**src/rtl/hfsw_pkg.sv**
```systemverilog
// Package for the HDLC FIFO status and watermark register bank.
package hfsw_pkg;

    // ****************************************
    // Register byte addresses
    // ****************************************
    // Printed offsets are not all multiples of four, so they are indices.
    localparam logic [7:0]  IDX_CONTROL        = 8'h50;
    localparam logic [7:0]  IDX_WATERMARK_SEL  = 8'h51;
    localparam logic [7:0]  IDX_LIVE_STATUS    = 8'h54;
    localparam logic [7:0]  IDX_LATCHED_EVENTS = 8'h55;
    localparam logic [7:0]  IDX_EVENT_IRQ_EN   = 8'h56;
    localparam logic [7:0]  IDX_MASTER_IRQ_EN  = 8'h58;
    localparam logic [9:0]  ADDR_CONTROL        = {IDX_CONTROL, 2'b00};
    localparam logic [9:0]  ADDR_WATERMARK_SEL  = {IDX_WATERMARK_SEL, 2'b00};
    localparam logic [9:0]  ADDR_LIVE_STATUS    = {IDX_LIVE_STATUS, 2'b00};
    localparam logic [9:0]  ADDR_LATCHED_EVENTS = {IDX_LATCHED_EVENTS, 2'b00};
    localparam logic [9:0]  ADDR_EVENT_IRQ_EN   = {IDX_EVENT_IRQ_EN, 2'b00};
    localparam logic [9:0]  ADDR_MASTER_IRQ_EN  = {IDX_MASTER_IRQ_EN, 2'b00};

    // ****************************************
    // Field positions and reset values
    // ****************************************
    localparam int          POS_RX_RESET       = 7;
    localparam int          POS_TX_SEL_LSB     = 0;
    localparam int          POS_RX_SEL_LSB     = 4;
    localparam int          POS_TX_BELOW       = 2;
    localparam int          POS_RX_ABOVE       = 3;
    localparam int          POS_GLOBAL_IRQ_EN  = 0;
    localparam logic [7:0]  RST_CONTROL        = 8'h00;
    localparam logic [2:0]  RST_LEVEL_SEL      = 3'h0;
    localparam logic [7:0]  RST_EVENTS         = 8'h00;
    localparam logic [7:0]  RST_IRQ_EN         = 8'h00;

    // ****************************************
    // Watermark arithmetic
    // ****************************************
    localparam logic [8:0]  LEVEL_BASE         = 9'h010;
    localparam logic [8:0]  LEVEL_STEP         = 9'h020;

    // Latched event bits, high to low.
    typedef struct packed {
        logic rx_overflow_flag;
        logic rx_packet_finish_flag;
        logic rx_packet_begin_flag;
        logic rx_abort_flag;
        logic rx_above_level_flag;
        logic tx_below_level_flag;
        logic tx_starved_flag;
        logic tx_packet_done_flag;
    } hfsw_events_t;

    // Event strobes from the HDLC datapath.
    typedef struct packed {
        logic tx_fetch;
        logic tx_message_last_tag;
        logic tx_fifo_empty;
        logic rx_ones_run7;
        logic rx_flag_seen;
        logic rx_packet_begin;
        logic rx_overflow;
    } hfsw_hdlc_in_t;

endpackage

```
**src/rtl/hfsw_regs.sv**
```systemverilog
// Register bank for HDLC FIFO watermarks, event flags and interrupt.
`timescale 1ns/1ps

module hfsw_regs
    import hfsw_pkg::*;
(
    // Clock and reset
    input  wire logic          pclk,
    input  wire logic          presetn,
    // APB slave
    input  wire logic          psel,
    input  wire logic          penable,
    input  wire logic          pwrite,
    input  wire logic [11:0]   paddr,
    input  wire logic [31:0]   pwdata,
    output logic               pready,
    output logic [31:0]        prdata,
    output logic               pslverr,
    // HDLC datapath
    input  wire hfsw_hdlc_in_t hdlc_in,
    input  wire logic          tx_fifo_write,
    input  wire logic [8:0]    tx_fifo_bytes,
    input  wire logic [8:0]    rx_fifo_bytes,
    output logic               rx_flush,
    // Interrupt
    output logic               irq
);

    // ****************************************
    // Helpers
    // ****************************************
    function automatic logic [8:0] level_of(input logic [2:0] code);
        level_of = LEVEL_BASE + (LEVEL_STEP * {6'h00, code});
    endfunction

    // The set is OR-ed in after the clear, so an event that lands on a clear is kept.
    function automatic logic sticky_next(input logic cur, input logic set, input logic clr);
        sticky_next = (cur && !clr) || set;
    endfunction

    function automatic logic reg_at(input logic [11:0] addr, input logic [9:0] offset);
        reg_at = addr == {2'b00, offset};
    endfunction

    // ****************************************
    // Registers and decode
    // ****************************************
    logic [7:0]   control_r;
    logic [2:0]   tx_low_level_select;
    logic [2:0]   rx_high_level_select;
    hfsw_events_t events;
    logic         tx_packet_done_flag;
    logic         tx_starved_flag;
    logic         tx_below_level_flag;
    logic         rx_above_level_flag;
    logic         rx_abort_flag;
    logic         rx_packet_begin_flag;
    logic         rx_packet_finish_flag;
    logic         rx_overflow_flag;
    logic [7:0]   event_irq_enable_r;
    logic         link_ctrl_global_irq_en;
    logic         tx_below_level;
    logic         rx_above_level;
    logic         tx_below_level_d_r;
    logic         rx_above_level_d_r;
    logic         rx_in_packet_r;
    logic         rx_abort_armed_r;
    logic         tx_starve_armed_r;
    logic         rx_flush_r;
    logic [7:0]   set_vec;
    logic [7:0]   clr_vec;
    logic         wr_en;
    logic         rd_en;
    logic         wr_control;
    logic         wr_select;
    logic         wr_events;
    logic         wr_irq_en;
    logic         wr_master;
    logic         addr_ok;
    logic         abort_hit;
    logic         underrun;

    assign wr_en   = psel && penable && pwrite;
    // Read data is loaded in the setup cycle so that it stands through the access phase.
    assign rd_en   = psel && !penable && !pwrite;
    assign pready  = 1'b1;
    assign addr_ok = (paddr[11:10] == 2'b00) &&
                     ((paddr[9:0] == ADDR_CONTROL) || (paddr[9:0] == ADDR_WATERMARK_SEL) ||
                      (paddr[9:0] == ADDR_LIVE_STATUS) || (paddr[9:0] == ADDR_LATCHED_EVENTS) ||
                      (paddr[9:0] == ADDR_EVENT_IRQ_EN) || (paddr[9:0] == ADDR_MASTER_IRQ_EN));
    assign pslverr = psel && penable && !addr_ok;

    assign wr_control = wr_en && reg_at(paddr, ADDR_CONTROL);
    assign wr_select  = wr_en && reg_at(paddr, ADDR_WATERMARK_SEL);
    assign wr_events  = wr_en && reg_at(paddr, ADDR_LATCHED_EVENTS);
    assign wr_irq_en  = wr_en && reg_at(paddr, ADDR_EVENT_IRQ_EN);
    assign wr_master  = wr_en && reg_at(paddr, ADDR_MASTER_IRQ_EN);

    // ****************************************
    // Control registers
    // ****************************************
    always_ff @(posedge pclk or negedge presetn) begin
        if (!presetn) begin
            control_r <= RST_CONTROL;
        end else if (wr_control) begin
            control_r <= pwdata[7:0];
        end
    end

    // Flush pulse on 0-to-1 of the reset bit only; holding it high does nothing more.
    always_ff @(posedge pclk or negedge presetn) begin
        if (!presetn) begin
            rx_flush_r <= 1'b0;
        end else begin
            rx_flush_r <= wr_control &&
                          pwdata[POS_RX_RESET] && !control_r[POS_RX_RESET];
        end
    end
    assign rx_flush = rx_flush_r;

    always_ff @(posedge pclk or negedge presetn) begin
        if (!presetn) begin
            tx_low_level_select <= RST_LEVEL_SEL;
        end else if (wr_select) begin
            tx_low_level_select <= pwdata[POS_TX_SEL_LSB +: 3];
        end
    end

    always_ff @(posedge pclk or negedge presetn) begin
        if (!presetn) begin
            rx_high_level_select <= RST_LEVEL_SEL;
        end else if (wr_select) begin
            rx_high_level_select <= pwdata[POS_RX_SEL_LSB +: 3];
        end
    end

    always_ff @(posedge pclk or negedge presetn) begin
        if (!presetn) begin
            event_irq_enable_r <= RST_IRQ_EN;
        end else if (wr_irq_en) begin
            event_irq_enable_r <= pwdata[7:0];
        end
    end

    always_ff @(posedge pclk or negedge presetn) begin
        if (!presetn) begin
            link_ctrl_global_irq_en <= 1'b0;
        end else if (wr_master) begin
            link_ctrl_global_irq_en <= pwdata[POS_GLOBAL_IRQ_EN];
        end
    end

    // ****************************************
    // Live watermark status
    // ****************************************
    assign tx_below_level = tx_fifo_bytes < level_of(tx_low_level_select);
    assign rx_above_level = rx_fifo_bytes > level_of(rx_high_level_select);

    // The delayed copies only serve edge detection; reads see the live compare.
    always_ff @(posedge pclk or negedge presetn) begin
        if (!presetn) begin
            tx_below_level_d_r <= 1'b0;
        end else begin
            tx_below_level_d_r <= tx_below_level;
        end
    end

    always_ff @(posedge pclk or negedge presetn) begin
        if (!presetn) begin
            rx_above_level_d_r <= 1'b0;
        end else begin
            rx_above_level_d_r <= rx_above_level;
        end
    end

    // ****************************************
    // Receive packet tracking
    // ****************************************
    // A flush abandons any packet in progress and rearms abort detection.
    always_ff @(posedge pclk or negedge presetn) begin
        if (!presetn) begin
            rx_in_packet_r <= 1'b0;
        end else if (rx_flush_r) begin
            rx_in_packet_r <= 1'b0;
        end else if (hdlc_in.rx_packet_begin) begin
            rx_in_packet_r <= 1'b1;
        end else if (hdlc_in.rx_flag_seen || abort_hit) begin
            rx_in_packet_r <= 1'b0;
        end
    end

    always_ff @(posedge pclk or negedge presetn) begin
        if (!presetn) begin
            rx_abort_armed_r <= 1'b1;
        end else if (rx_flush_r || (hdlc_in.rx_flag_seen && !abort_hit)) begin
            rx_abort_armed_r <= 1'b1;
        end else if (abort_hit) begin
            rx_abort_armed_r <= 1'b0;
        end
    end
    assign abort_hit = hdlc_in.rx_ones_run7 && rx_in_packet_r && rx_abort_armed_r;

    // ****************************************
    // Transmit underrun tracking
    // ****************************************
    // Arming on each FIFO write stops an empty FIFO from flagging underrun every cycle.
    assign underrun = hdlc_in.tx_fifo_empty && tx_starve_armed_r;

    always_ff @(posedge pclk or negedge presetn) begin
        if (!presetn) begin
            tx_starve_armed_r <= 1'b0;
        end else if (tx_fifo_write) begin
            tx_starve_armed_r <= 1'b1;
        end else if (underrun || (hdlc_in.tx_fetch && hdlc_in.tx_message_last_tag)) begin
            tx_starve_armed_r <= 1'b0;
        end
    end

    // ****************************************
    // Latched events
    // ****************************************
    always_comb begin
        set_vec    = 8'h00;
        set_vec[0] = (hdlc_in.tx_fetch && hdlc_in.tx_message_last_tag) || underrun;
        set_vec[1] = underrun;
        set_vec[2] = tx_below_level && !tx_below_level_d_r;
        set_vec[3] = rx_above_level && !rx_above_level_d_r;
        set_vec[4] = abort_hit;
        set_vec[5] = hdlc_in.rx_packet_begin;
        set_vec[6] = hdlc_in.rx_flag_seen && rx_in_packet_r;
        set_vec[7] = hdlc_in.rx_overflow;
    end

    assign clr_vec = wr_events ? pwdata[7:0] : 8'h00;

    // One register per flag keeps each sticky bit's own set and clear easy to follow.
    always_ff @(posedge pclk or negedge presetn) begin
        if (!presetn) begin
            tx_packet_done_flag <= RST_EVENTS[0];
        end else begin
            tx_packet_done_flag <= sticky_next(tx_packet_done_flag, set_vec[0], clr_vec[0]);
        end
    end

    always_ff @(posedge pclk or negedge presetn) begin
        if (!presetn) begin
            tx_starved_flag <= RST_EVENTS[1];
        end else begin
            tx_starved_flag <= sticky_next(tx_starved_flag, set_vec[1], clr_vec[1]);
        end
    end

    always_ff @(posedge pclk or negedge presetn) begin
        if (!presetn) begin
            tx_below_level_flag <= RST_EVENTS[2];
        end else begin
            tx_below_level_flag <= sticky_next(tx_below_level_flag, set_vec[2], clr_vec[2]);
        end
    end

    always_ff @(posedge pclk or negedge presetn) begin
        if (!presetn) begin
            rx_above_level_flag <= RST_EVENTS[3];
        end else begin
            rx_above_level_flag <= sticky_next(rx_above_level_flag, set_vec[3], clr_vec[3]);
        end
    end

    always_ff @(posedge pclk or negedge presetn) begin
        if (!presetn) begin
            rx_abort_flag <= RST_EVENTS[4];
        end else begin
            rx_abort_flag <= sticky_next(rx_abort_flag, set_vec[4], clr_vec[4]);
        end
    end

    always_ff @(posedge pclk or negedge presetn) begin
        if (!presetn) begin
            rx_packet_begin_flag <= RST_EVENTS[5];
        end else begin
            rx_packet_begin_flag <= sticky_next(rx_packet_begin_flag, set_vec[5], clr_vec[5]);
        end
    end

    always_ff @(posedge pclk or negedge presetn) begin
        if (!presetn) begin
            rx_packet_finish_flag <= RST_EVENTS[6];
        end else begin
            rx_packet_finish_flag <= sticky_next(rx_packet_finish_flag, set_vec[6], clr_vec[6]);
        end
    end

    always_ff @(posedge pclk or negedge presetn) begin
        if (!presetn) begin
            rx_overflow_flag <= RST_EVENTS[7];
        end else begin
            rx_overflow_flag <= sticky_next(rx_overflow_flag, set_vec[7], clr_vec[7]);
        end
    end

    assign events = {rx_overflow_flag, rx_packet_finish_flag, rx_packet_begin_flag,
                     rx_abort_flag, rx_above_level_flag, tx_below_level_flag,
                     tx_starved_flag, tx_packet_done_flag};

    assign irq = link_ctrl_global_irq_en && |(events & event_irq_enable_r);

    // ****************************************
    // Read data
    // ****************************************
    always_ff @(posedge pclk or negedge presetn) begin
        if (!presetn) begin
            prdata <= 32'h0000_0000;
        end else if (rd_en) begin
            unique case (paddr)
                {2'b00, ADDR_CONTROL}:        prdata <= {24'h00_0000, control_r};
                {2'b00, ADDR_WATERMARK_SEL}:  prdata <= {25'h000_0000, rx_high_level_select,
                                                         1'b0, tx_low_level_select};
                {2'b00, ADDR_LIVE_STATUS}:    prdata <= {28'h000_0000, rx_above_level,
                                                         tx_below_level, 2'b00};
                {2'b00, ADDR_LATCHED_EVENTS}: prdata <= {24'h00_0000, events};
                {2'b00, ADDR_EVENT_IRQ_EN}:   prdata <= {24'h00_0000, event_irq_enable_r};
                {2'b00, ADDR_MASTER_IRQ_EN}:  prdata <= {31'h0000_0000, link_ctrl_global_irq_en};
                default:                      prdata <= 32'h0000_0000;
            endcase
        end
    end

endmodule

```
**config.mk**
```make
export PLATFORM = sky130hd
export DESIGN_NAME = hfsw_regs
export DESIGN_NICKNAME = d
export VERILOG_FILES = /design/src/rtl/hfsw_pkg.sv /design/src/rtl/hfsw_regs.sv
export SDC_FILE = /design/constraint.sdc
export NUM_CORES = 1
export LEC_CHECK = 0
export BUFFER_PORTS_ARGS = -buffer_cell sky130_fd_sc_hd__buf_2
export CORE_ASPECT_RATIO = 0.75
export CORE_UTILIZATION = 44
export CTS_CLUSTER_DIAMETER = 100
export DETAILED_ROUTE_END_ITERATION = 10
export HOLD_SLACK_MARGIN = 0.15
export PLACE_DENSITY = 0.77
export SLEW_MARGIN = 20
export SYNTH_ARGS = -nofsm -noshare
export SYNTH_HDL_FRONTEND = slang
export SYNTH_SLANG_ARGS = --single-unit
```
**constraint.sdc**
```tcl
create_clock -name pclk -period 1.4 [get_ports pclk]
set_input_delay 0.28 -clock pclk [delete_from_list [all_inputs] [get_ports pclk]]
set_output_delay 0.28 -clock pclk [all_outputs]
set_load 0.05 [all_outputs]
```
==> results of run 1 <==
state kept, by name, indices dropped and copies added (netlist names):
signal / flops
rx_abort_flag: 1
tx_packet_done_flag: 1
tx_starve_armed_r: 1
rx_overflow_flag: 1
tx_starved_flag: 1
rx_flush: 1
rx_above_level_d_r: 1
rx_packet_begin_flag: 1
event_irq_enable_r: 8
link_ctrl_global_irq_en: 1
prdata: 8
rx_high_level_select: 3
rx_abort_armed_r: 1
rx_packet_finish_flag: 1
tx_below_level_d_r: 1
tx_low_level_select: 3
rx_above_level_flag: 1
rx_in_packet_r: 1
control_r: 8
tx_below_level_flag: 1
Yosys cell counts (3+ instances only):
library cell               instances
sky130_fd_sc_hd__o21ai_0          20
sky130_fd_sc_hd__nand2_1          12
sky130_fd_sc_hd__clkbuf_1          6
sky130_fd_sc_hd__a32oi_1           6
sky130_fd_sc_hd__inv_1            15
sky130_fd_sc_hd__a211oi_1          3
sky130_fd_sc_hd__nor2_1            9
sky130_fd_sc_hd__buf_4            25
sky130_fd_sc_hd__nor3_1            3
sky130_fd_sc_hd__mux2_4            8
sky130_fd_sc_hd__a22oi_1           5
sky130_fd_sc_hd__a21o_1            4
sky130_fd_sc_hd__a21oi_1           3
sky130_fd_sc_hd__nand3_1          21
sky130_fd_sc_hd__mux2_2            9
sky130_fd_sc_hd__nand3b_1          8
sky130_fd_sc_hd__mux2i_1           5
sky130_fd_sc_hd__a22o_1            4
sky130_fd_sc_hd__ha_1              6
sky130_fd_sc_hd__nor4_1            3
sky130_fd_sc_hd__buf_2             3
sky130_fd_sc_hd__dfrtp_1          44
power groups by stage:
stage          Clock, mW  Combinational [mW]  Sequential, mW
2_1_floorplan          0               0.332            1.35
3_3_place_gp           0               0.450            1.35
3_5_place_dp           0               0.458            1.35
4_1_cts             1.18               0.516            1.32
5_1_grt             1.23               0.582            1.33
6_report            1.17               0.545            1.32
area by class of cell:
cell class	count	area share, %
well taps	78	2.51
flip-flops and latches	45	28.9
inverters	15	1.45
clock buffers	5	1.77
repair buffers	126	23.2
clock inverters	3	1.67
multi-input cells	189	40.5
critical path: cells and delay by family:
kind | cells | cell delay [ns]
buffers and inverters | 4 | 0.51
muxes | 1 | 0.29
AOI/OAI and AO/OA | 2 | 0.21
layer usage:
| metal | global-route usage [%] | part of all wire (%) | vias to the layer above | wire length [um] |
|---|---|---|---|---|
| li1 | - | - | 1142 | - |
| met1 | 34.6 | 43 | 1201 | 3390 |
| met2 | 41.4 | 48 | 97 | 3770 |
| met3 | 5.04 | 6.2 | 19 | 485 |
| met4 | 10.6 | 2.1 | 0 | 165 |
| met5 | 0 | 0 | - | 0 |
cell families (layout without fill, tap and decap cells):
group	count (synthesis)	in the layout	share of synthesized area [%]
adders and majority gates	6	6	2.81
muxes	22	22	10.2
other	2	25	0.281
buffers and inverters	52	149	12.1
and+or+nand+nor	80	80	18.3
AOI/OAI and AO/OA	56	56	14.0
DFF	45	45	42.2
how the worst min path moves through the flow:
stage                              endpoint  cells past startpoint
final                     tx_starve_armed_r                      2
after global routing      tx_starve_armed_r                      2
after CTS                  rx_overflow_flag                      2
after detailed placement          prdata[4]                      2
after global placement            prdata[5]                      2
after floorplan                control_r[0]                      0
what timing repair did:
item	in CTS	in global routing
hold buffers	1	0
resized for setup	34	34
pin swaps	16	19
hold endpoints to repair	44	0
setup buffers	14	10
setup endpoints to repair	35	38
stage by stage:
stage	instances	setup slack, ns	total power [mW]	setup TNS [ns]	util (%)
3_5_place_dp	431	-0.467	1.81	-14.63	56.8
4_1_cts	454	-0.163	3.02	-1.71	64.0
2_1_floorplan	286	-0.513	1.68	-8.64	-
5_1_grt	461	-0.217	3.14	-3.88	66.9
3_3_place_gp	431	-0.443	1.80	-13.65	56.8
6_report	461	-0.171	3.04	-2.65	66.9
==> run summary, run 1 <==
The flow ran to the end, but the final reports show violations. The checks that failed: setup timing. CTS saw 45 sinks. The net count of the finished layout is 463. sky130_fd_sc_hd__dfrtp_1 takes more of the synthesized area than any other cell. The async set or reset register ratio after synthesis came out at 100%.

Between clock sinks in the finished design, the worst skew comes to 0.00380 ns. The relative area change from synthesis to final layout is 45.9%. Dividing the synthesized area by the synthesized cell count gives 10.1 um2. The number of diodes is 0. The hold violation total from the final report came to 0. The library cell used most frequently in the layout, excluding fill and tap cells, is sky130_fd_sc_hd__buf_4. The final route contains 2,459 vias.

In this run the power spent charging and discharging nets is 0.814 mW. The HPWL after detailed placement came out at 5610 um. Counting cells, the worst reg-to-reg path comes to 7. The master cell of the clock root buffer is sky130_fd_sc_hd__clkbuf_8. The min-delay analysis places its worst path in the category primary input to register. The worst setup path is launched from a primary input. The number of design rule violations left after detail routing came out at 0. The TritonCTS clock tree is yes.

Counting stages on the worst path, the most repeated cell is sky130_fd_sc_hd__buf_6. On the worst path, the slowest cell contributes a delay of 0.29 ns. The count of antenna-violating nets left after detailed routing is 0. The overall routed net length came out at 7810 um. The final number of max-transition violations came out at 0.

The later-pin clock latency in the skew report came out at 0.30 ns. The leftover overflow at the end of global routing is 0. After detailed routing, the number of vias per cell comes to 5.33.

For the worst setup path, the data required time is 1.12 ns. The area of the core region is 0.00583 mm2. The areal power density over the cells is 779 mW/mm2.

At the end of routability-driven placement, the weighted congestion stood at 0.971. During synthesis, Yosys emitted a total of 0 warnings. The termination of the worst setup path is pslverr.

Summing every instance area after synthesis gives 0.00267 mm2. The cell-internal power came out at 2.22 mW. Data arrives at the worst endpoint at 1.29 ns. Across the run, the number of max-cap violations was 0. The shortest clock period the worst path allows after layout came out at 1.57 ns. The endpoint of the lowest-slack register-to-register path is prdata[3]. The final instance area came out at 0.00389 mm2.

The worst-case IR drop observed on VDD is 0.000419 V. The die covers 0.00638 mm2. The clock transition time at the flip-flop clock pins of the worst setup and hold paths came out at 0.08 ns. In the final layout, flip-flops and latches occupy 0.00113 mm2.

After synthesis, the cell types taking the most area are sky130_fd_sc_hd__dfrtp_1 41%, sky130_fd_sc_hd__buf_4 7.0%, sky130_fd_sc_hd__mux2_4 4.5%, sky130_fd_sc_hd__nand3_1 3.9%, sky130_fd_sc_hd__mux2_2 3.8%. The number of global-route vias before repair is 2,504. Sequential elements use 42.2% of the synthesized area.

The leakage power total came out at 1.88 nW. Measured along the x axis, the die boundary spans 91.9 um. The number of antenna violations at the first check in global routing came out at 0. The clock power share came out at 38.4%. The top cell types in the final layout, fill and taps aside, are 58 x sky130_fd_sc_hd__buf_4, 51 x sky130_fd_sc_hd__buf_2, 44 x sky130_fd_sc_hd__dfrtp_1.

The number of enable flip-flop cells after synthesis came out at 0. The fmax is 636 MHz. For this configuration, the core starts out at a cell density of 45.8%. The signal on the critical path passes through buf_6 -> buf_6 -> mux2_4 -> o22ai_4 -> buf_6 -> a31oi_4 -> buf_6. The final number of setup-violating endpoints came out at 33. The placed instances occupy a cell area of 0.00331 mm2. The critical register-to-register path startpoint is rx_high_level_select[2]. Synthesis produced 263 cells. The peak fanout along the critical path came out at 4. The register bit count reported by yosys came out at 45. Input and output buffers added on the ports amount to 57. The largest individual stage delay along the critical path comes from the cell sky130_fd_sc_hd__mux2_4. The worst path setup slack after routing came out at -0.171 ns. The largest net degree at the start of global routing is 46. STA classifies the critical path endpoint as an output pin. The area occupied by multi-input gates is 0.00158 mm2. The launch point of the worst hold path is tx_fifo_write. The number of rows in the core area came out at 24. The number of distinct standard cells referenced by the synthesized netlist came out at 53. In this run the worst setup path begins at paddr[3].

By startpoint and endpoint, the worst setup path is classified as primary input to output pin. Counting along the longest clock path gives a buffer depth of 2. The total CTS buffers came out at 5. The y dimension of the die came out at 69.4 um.

The number of iterations in the first detailed-routing pass is 4. The net switching fraction of the power is 26.8%. Setup repair after global routing could not meet its margin everywhere.

In the final layout, the share of cells above drive strength 1 is 51.2%. The tightest hold margin is 0.157 ns. The global-route wire length before repair is 12,600 um. The maximum level of the CTS H-tree is 2. The share of total power dissipated in sequential elements is 43.6%. Among all flip-flop cells after synthesis, the most frequent one is sky130_fd_sc_hd__dfrtp_1.

Global routing consumed, over all layers together, 25.9% of the routing resources. The share of total power dissipated in combinational logic is 18.0%. The final routed wire length divided by cell count is 17.0 um. The number of DRC markers after the initial detailed-route iteration came out at 118.

The flop-to-flop setup slack came out at -0.15 ns. In the finished design, the share of the clock period the worst path needs comes to 112%. The count of fill cells added during filler insertion came out at 446. The boundary pin count came out at 111. The area fraction of the dominant cell type after synthesis came out at 41.3%.
No activity file was read; power rests on OpenSTA's default activity.
==> inputs of run 2 (changes only) <==
--- a/config.mk
+++ b/config.mk
@@ -11,7 +11,7 @@
 export CTS_CLUSTER_DIAMETER = 100
 export DETAILED_ROUTE_END_ITERATION = 10
 export HOLD_SLACK_MARGIN = 0.15
-export PLACE_DENSITY = 0.77
+export PLACE_DENSITY = 0.8
 export SLEW_MARGIN = 20
 export SYNTH_ARGS = -nofsm -noshare
 export SYNTH_HDL_FRONTEND = slang
==> run 2 against run 1 <==
Net effect: the flow still finishes with violations (setup timing); critical endpoint is now prdata[3]; clock power fell by 24%; die area did not move; setup slack got worse by 0.079 ns.
==> run summary, run 2 (synthesis gave the netlist of run 1 again) <==
The flow ran to the end, but the final reports show violations. The checks that failed: setup timing. The largest net degree at the start of global routing came out at 46 (unchanged).

The areal power density over the cells is 711 mW/mm2 (-8.8%). The post-route total power is 2.77 mW (-8.8%). The master cell of the clock root buffer is sky130_fd_sc_hd__clkbuf_8.

The number of cells traversed by the worst hold path is 2 (unchanged). The worst path setup slack after routing came out at -0.250 ns (-0.0790 ns). The critical path capture point type is a register. The number of vias in the routed layout is 2,530 (+2.9%). The number of rows in the core area is 24 (unchanged). The library cell used most frequently in the layout, excluding fill and tap cells, is sky130_fd_sc_hd__buf_2.

The global-route wire length before repair came out at 12,400 um (-1.3%). The number of clock sinks is 45 (unchanged). The TritonCTS clock tree is yes. The count of max-cap constraint violations came out at 0 (unchanged). The number of cell instances on the worst register-to-register path is 7 (unchanged). The largest registers in the layout are control_r: 8 flops, event_irq_enable_r: 8 flops, prdata: 8 flops.

In this run the critical register-to-register path is captured at prdata[3]. The total CTS buffers came out at 5 (unchanged). The detailed-route vias per instance came to 5.50 (+3.1%). The final number of max-transition violations came out at 0 (unchanged). The leakage power total came out at 1.87 nW (-0.32%).

The tightest slew margin relative to the limit is 65.0%. The leftover overflow at the end of global routing came out at 0 (unchanged). The clock tree buffer depth was 2 (unchanged). The maximum level of the CTS H-tree is 2 (unchanged).

The final routed wire length divided by cell count came out at 17.4 um (+2.8%). The starting density of the core came to 45.8% (unchanged). The net count of the finished layout is 462 (-0.22%). The horizontal extent of the die is 91.9 um (unchanged).

The clock skew after layout is 0.00338 ns (-0.000427 ns). The clock transition time at the flip-flop clock pins of the worst setup and hold paths is 0.08 ns (about the same). The overall routed net length is 8010 um (+2.6%). The count of antenna-violating nets left after detailed routing came out at 0 (unchanged).

The number of global-route vias before repair is 2,498 (-0.24%). The final number of setup-violating endpoints is 21 (-36%). The area of the die is 0.00638 mm2 (unchanged). For hold timing, the worst endpoint is rx_overflow_flag.

The worst vdd rail ir drop is 0.000391 V (-6.7%). STA classifies the critical path startpoint as a register. The critical register-to-register path startpoint is rx_high_level_select[1]. The area of the core region was 0.00583 mm2 (unchanged).

The number of DRC markers after the initial detailed-route iteration is 112 (-5.1%). The critical path is of the register to register type. The worst slack at placement is -0.505 ns (-0.0383 ns). The HPWL after detailed placement came out at 5250 um (-6.4%).

The routability congestion estimate from global placement was 0.917 (-5.6%). The shortest clock period the worst path allows after layout is 1.65 ns (+0.0790 ns). The final critical-path share of the clock period is 118% (+5.6 points). The number of antenna violations at the first check in global routing is 0 (unchanged).

The number of diodes came out at 0 (unchanged). For the pin with the worst max-slew slack, the measured transition is 0.521 ns. The boundary pin count was 111 (unchanged). The peak fanout along the critical path is 3 (-1). The worst hold path belongs to the class primary input to register. The number of design rule violations left after detail routing was 0 (unchanged). The hold violation total from the final report is 0 (unchanged). The required time of the critical path is 1.58 ns (+0.46 ns). The number of iterations in the first detailed-routing pass is 6 (+2). The y dimension of the die is 69.4 um (unchanged). The share of cells above drive strength 1 is 52.4% (+1.2 points). The arrival time at the worst endpoint is 1.83 ns (+0.54 ns).

The library cells used most frequently in the layout, excluding fill and tap cells, are 53 x sky130_fd_sc_hd__buf_2, 50 x sky130_fd_sc_hd__buf_4, 44 x sky130_fd_sc_hd__dfrtp_1. Setup repair after global routing could not meet its margin everywhere. The relative area change from synthesis to final layout was 46.0% (about the same).

The later-pin clock latency in the skew report came out at 0.30 ns (about the same). The count of input and output buffers came out at 57 (unchanged). The launch point of the worst hold path is hdlc_in[0]. The combined global-route utilization of all metal layers came to 25.2% (-0.67 points). The flop-to-flop setup slack came out at -0.25 ns (-0.10 ns). The fmax came to 606 MHz (-4.8%).
[run 2: changes by cell type in the layout (fill, tap and decap cells not counted), sizes merged]
cell    delta
bufinv     -2
clkbuf     +2
buf        -1
[run 2: through the flow]
step / cells / hold WS (ns) / setup TNS [ns] / utilization, % / cell area, um2
2_1_floorplan: 286 / -0.0156 / -8.64 / - / 2850
3_3_place_gp: 430 / 0.273 / -14.47 / 56.5 / 3290
3_5_place_dp: 430 / 0.277 / -15.80 / 56.5 / 3290
4_1_cts: 453 / 0.155 / -2.30 / 63.6 / 3700
5_1_grt: 460 / 0.163 / -3.20 / 66.9 / 3900
6_report: 460 / 0.157 / -2.45 / 66.9 / 3900
[run 2: cell type report]
type	instances	area (um2)
timing repair buffer	125	903
multi-input combinational	189	1610
tap	78	97.6
clock buffer	7	96.3
sequential	45	1130
inverter	15	56.3
clock inverter	1	5.00
fill	419	1930
[run 2: worst max path at each step]
stage | depth (start not counted) | slack [ns] | endpoint | from
2_1_floorplan | 7 | -0.51 | event_irq_enable_r[0] | paddr[5]
3_3_place_gp | 6 | -0.47 | prdata[3] | paddr[1]
3_5_place_dp | 6 | -0.50 | prdata[3] | paddr[1]
4_1_cts | 6 | -0.17 | rx_above_level_flag | rx_high_level_select[1]
5_1_grt | 6 | -0.28 | rx_above_level_flag | rx_high_level_select[1]
6_report | 7 | -0.25 | prdata[3] | rx_high_level_select[1]
[run 2: routing by layer]
metal,share of wire [%],GRT usage [%]
met5,0,0
met4,2.5,5.21
met3,6.3,4.93
met2,48,40.3
met1,43,35.8
[run 2: power by group]
group / switching (mW) / total, mW / internal [mW]
Clock: 0.443 / 0.889 / 0.446
Sequential: 0.00829 / 1.32 / 1.31
Combinational: 0.356 / 0.557 / 0.201
Total: 0.807 / 2.77 / 1.96
[run 2: what timing repair did]
action,CTS,global route
gates cloned,0,0
pin swaps,18,20
buffers inserted,14,9
setup endpoints to repair,38,38
hold endpoints to repair,44,0
gates resized for setup,50,34
hold buffers,1,0
[run 2: critical path, cell delays in order (launching register included)]
cell	delay, ns
sky130_fd_sc_hd__dfrtp_1	0.39
sky130_fd_sc_hd__inv_2	0.08
sky130_fd_sc_hd__ha_4	0.30
sky130_fd_sc_hd__and4b_1	0.27
sky130_fd_sc_hd__a21oi_2	0.08
sky130_fd_sc_hd__buf_4	0.13
sky130_fd_sc_hd__o211ai_1	0.16
sky130_fd_sc_hd__a32oi_1	0.11
==> inputs of run 3 (changes only) <==
--- a/config.mk
+++ b/config.mk
@@ -7,11 +7,12 @@
 export LEC_CHECK = 0
 export BUFFER_PORTS_ARGS = -buffer_cell sky130_fd_sc_hd__buf_2
 export CORE_ASPECT_RATIO = 0.75
-export CORE_UTILIZATION = 44
+export CORE_UTILIZATION = 48
 export CTS_CLUSTER_DIAMETER = 100
 export DETAILED_ROUTE_END_ITERATION = 10
 export HOLD_SLACK_MARGIN = 0.15
-export PLACE_DENSITY = 0.8
+export PLACE_DENSITY = 0.83
+export SKIP_LAST_GASP = 1
 export SLEW_MARGIN = 20
 export SYNTH_ARGS = -nofsm -noshare
 export SYNTH_HDL_FRONTEND = slang
==> constraint.sdc (replaced) <==
create_clock -name pclk -period 1.55 [get_ports pclk]
set_input_delay 0.31 -clock pclk [delete_from_list [all_inputs] [get_ports pclk]]
set_output_delay 0.31 -clock pclk [all_outputs]
set_load 0.05 [all_outputs]
==> run 3 against run 2 <==
Net effect: the run still ends with setup timing left; worst hold slack gained 0.026 ns; critical path depth shrank 2; cell count shrank 3.9%; die area shrank 8.1%; clock-buffer cell count shrank 1; clock skew grew 0.0033 ns; sequential cell count is the same; sequential power shrank 9%; via count shrank 3.7%; critical endpoint is now event_irq_enable_r[6]; largest cell class unchanged.
==> run summary, run 3 (synthesis gave the netlist of run 1 again) <==
The switching power was 0.701 mW (-13%). The category of the most critical setup path is primary input to register. The boundary pin count is 111 (unchanged). The peak fanout along the critical path is 8 (+5). The count of max-cap constraint violations came to 0 (unchanged). The termination of the worst setup path is event_irq_enable_r[6]. The number of DRC markers after the initial detailed-route iteration was 186 (+66%).

The number of design rule violations left after detail routing was 0 (unchanged). The number of diodes was 0 (unchanged). The maximum level of the CTS H-tree came out at 2 (unchanged). The shortest clock period the worst path allows after layout came out at 1.63 ns. The source of the critical timing path is paddr[1]. The worst-margin pin slew is 0.533 ns (+0.0123 ns).

The y dimension of the die is 66.6 um (-4.1%). The tightest slew margin relative to the limit was 64.5% (-0.50 points). The areal power density over the cells came out at 704 mW/mm2 (-0.91%). The flop-to-flop setup slack is -0.02 ns (+0.23 ns). The clock skew after layout is 0.00664 ns (+0.00326 ns). The share of cells above drive strength 1 is 44.1% (-8.2 points). In the final layout, the registers with the most flip-flops are control_r: 8 flops, event_irq_enable_r: 8 flops, prdata: 8 flops. Leaving out fill and tap cells, the most frequent cell in the layout is sky130_fd_sc_hd__buf_2.

The overall routed net length came out at 7250 um (-9.5%). STA classifies the critical path endpoint as a register. The largest net degree at the start of global routing is 20 (-57%). The worst path setup slack after routing came to -0.0837 ns (+0.166 ns). The number of iterations in the first detailed-routing pass is 5 (-1). The fraction of power consumed by sequential logic is 47.3% (-0.5 points). The area of the core region came out at 0.00535 mm2 (-8.1%). The post-route core utilization came to 67.0% (+0.16 points). The required time of the critical path came to 1.73 ns (+0.15 ns). The worst vdd rail ir drop came to 0.000498 V (+27%). The count of antenna-violating nets left after detailed routing came out at 0 (unchanged). The net switching fraction of the power is 27.7% (-1.4 points).

The final critical-path share of the clock period is 105%. The number of antenna violations at the first check in global routing is 0 (unchanged). The top cell types in the final layout, fill and taps aside, are 51 x sky130_fd_sc_hd__buf_2, 48 x sky130_fd_sc_hd__buf_4, 44 x sky130_fd_sc_hd__dfrtp_1.

CTS placed an instance of sky130_fd_sc_hd__clkbuf_8 at the clock tree root. The later-pin clock latency in the skew report is 0.30 ns (about the same). The count of fill cells added during filler insertion came out at 410 (-2.1%). The sequential standard cell area is 0.00113 mm2 (unchanged).

The number of rows in the core area is 23 (-4.2%). The final number of max-transition violations is 0 (unchanged). The startpoint identified for the worst register-to-register timing path is rx_high_level_select[2]. The count of placed standard cells in the final layout, fillers left out came out at 442 (-3.9%). Based on the critical path, the design can be clocked at up to 612 MHz.

The number of clock sinks came to 45 (unchanged). The TritonCTS clock tree is yes. The clock power share is 34.5% (+2.4 points).

The checks that failed: setup timing. The combined global-route utilization of all metal layers came out at 26.2% (+1.0 points). The flow ran to the end, but the final reports show violations. The routability congestion estimate from global placement is 0.938 (+2.3%). The share of total power in combinational logic is 18.2% (-1.9 points). The clock transition time at the flip-flop clock pins of the worst setup and hold paths was 0.08 ns (about the same).

STA classifies the critical path startpoint as a primary input. The setup TNS after final layout is -0.846 ns (+1.60 ns). The starting density of the core came out at 49.9% (+4.0 points). Setup repair after global routing could not meet its margin everywhere. The detailed-route vias per instance came out at 5.51 (+0.21%). The count of placed standard cells including taps is 423 (-1.6%). The signal on the critical path passes through buf_6 -> or4b_4 -> nor3b_4 -> and2_4 -> mux2_4.

The final routed wire length divided by cell count came out at 16.4 um (-5.8%). The total CTS buffers came out at 5 (unchanged). The final number of setup-violating endpoints came out at 17 (-19%). The slowest stage of the critical path is the sky130_fd_sc_hd__or4b_4 cell. The worst register-to-register path ends at rx_above_level_flag. The net count of the finished layout is 447 (-3.2%). The horizontal extent of the die is 88.1 um (-4.2%). The arrival time at the worst endpoint came out at 1.82 ns (about the same). The delay contributed by the slowest stage of the critical path is 0.56 ns (+0.17 ns).

The relative area change from synthesis to final layout came out at 34.5%. The HPWL after detailed placement was 5340 um (+1.7%). The number of vias in the routed layout came to 2,436 (-3.7%).

The clock tree buffer depth came out at 2 (unchanged). The cell-internal power came out at 1.83 mW (-6.9%). The worst min-delay path category is primary input to register. The area occupied by multi-input gates came out at 0.00147 mm2 (-9.0%). The count of input and output buffers is 57 (unchanged). The global-route wire length before repair came out at 11,500 um (-7.7%).

The leftover overflow at the end of global routing came to 0 (unchanged). The area of the die came out at 0.00587 mm2 (-8.1%). The number of cell instances on the worst register-to-register path is 6 (-1).

The number of global-route vias before repair came out at 2,321 (-7.1%). The post-route total power came out at 2.53 mW (-8.7%). The leakage power total came to 1.75 nW (-6.4%).

The hold violation total from the final report was 0 (unchanged).
[run 3: cell count changes in the layout (fill, tap and decap cells not counted), moves of 3 or more]
| cell | before | now |
|---|---|---|
| sky130_fd_sc_hd__o21ai_0 | 7 | 17 |
| sky130_fd_sc_hd__o21ai_1 | 6 | 3 |
| sky130_fd_sc_hd__buf_6 | 18 | 10 |
| sky130_fd_sc_hd__o21ai_2 | 7 | 0 |
| sky130_fd_sc_hd__nand3_1 | 16 | 21 |
| sky130_fd_sc_hd__nand3_2 | 5 | 0 |
[run 3: worst max-delay path, delay by kind of cell]
| family | cells | cell delay [ns] |
|---|---|---|
| buffers and inverters | 1 | 0.10 |
| muxes | 1 | 0.32 |
| and+or+nand+nor | 3 | 1.09 |
[run 3: power groups by stage]
stage               Clock (mW)  Sequential [mW]  Combinational (mW)
detailed placement           0             1.22               0.407
floorplan                    0             1.22               0.298
finish                   0.872             1.20               0.460
global placement             0             1.22               0.399
global route             0.957             1.20               0.491
CTS                      0.885             1.20               0.442
[run 3: worst min path at each step]
stage | startpoint | to | depth (start not counted)
global route | tx_fifo_write | tx_starve_armed_r | 2
detailed placement | presetn | prdata[7] | 1
CTS | tx_fifo_write | tx_starve_armed_r | 2
finish | tx_fifo_write | tx_starve_armed_r | 2
global placement | presetn | prdata[7] | 1
floorplan | presetn | control_r[0] | 0
[run 3: metal layers]
metal	up-vias	GRT usage (%)	wire (um)
met4	0	8.87	138
met3	19	5.08	504
met1	1182	35.3	3220
li1	1104	-	-
met2	131	42.3	3390
met5	-	0	0
[run 3: stage by stage]
step	instance area (um2)	hold WS, ns	setup WS [ns]
6_report	3590	0.183	-0.0837
5_1_grt	3590	0.171	-0.0901
4_1_cts	3530	0.177	-0.0596
3_5_place_dp	3240	0.216	-0.389
3_3_place_gp	3240	0.215	-0.350
2_1_floorplan	2840	0.0144	-0.394
[run 3: final cells by class]
cell class | instances | share of cell area, %
clock buffer | 6 | 2.02
sequential | 45 | 31.4
clock inverter | 2 | 0.976
inverter | 15 | 1.57
tap | 75 | 2.62
multi-input combinational | 189 | 40.8
timing repair buffer | 110 | 20.6
[run 3: timing repair]
action | 4_1_cts | 5_1_grt
hold buffers | 1 | 0
hold endpoints to repair | 10 | 0
endpoints found under the setup margin | 14 | 23
pin swaps | 8 | 6
setup buffers | 8 | 2
gates resized for setup | 22 | 10
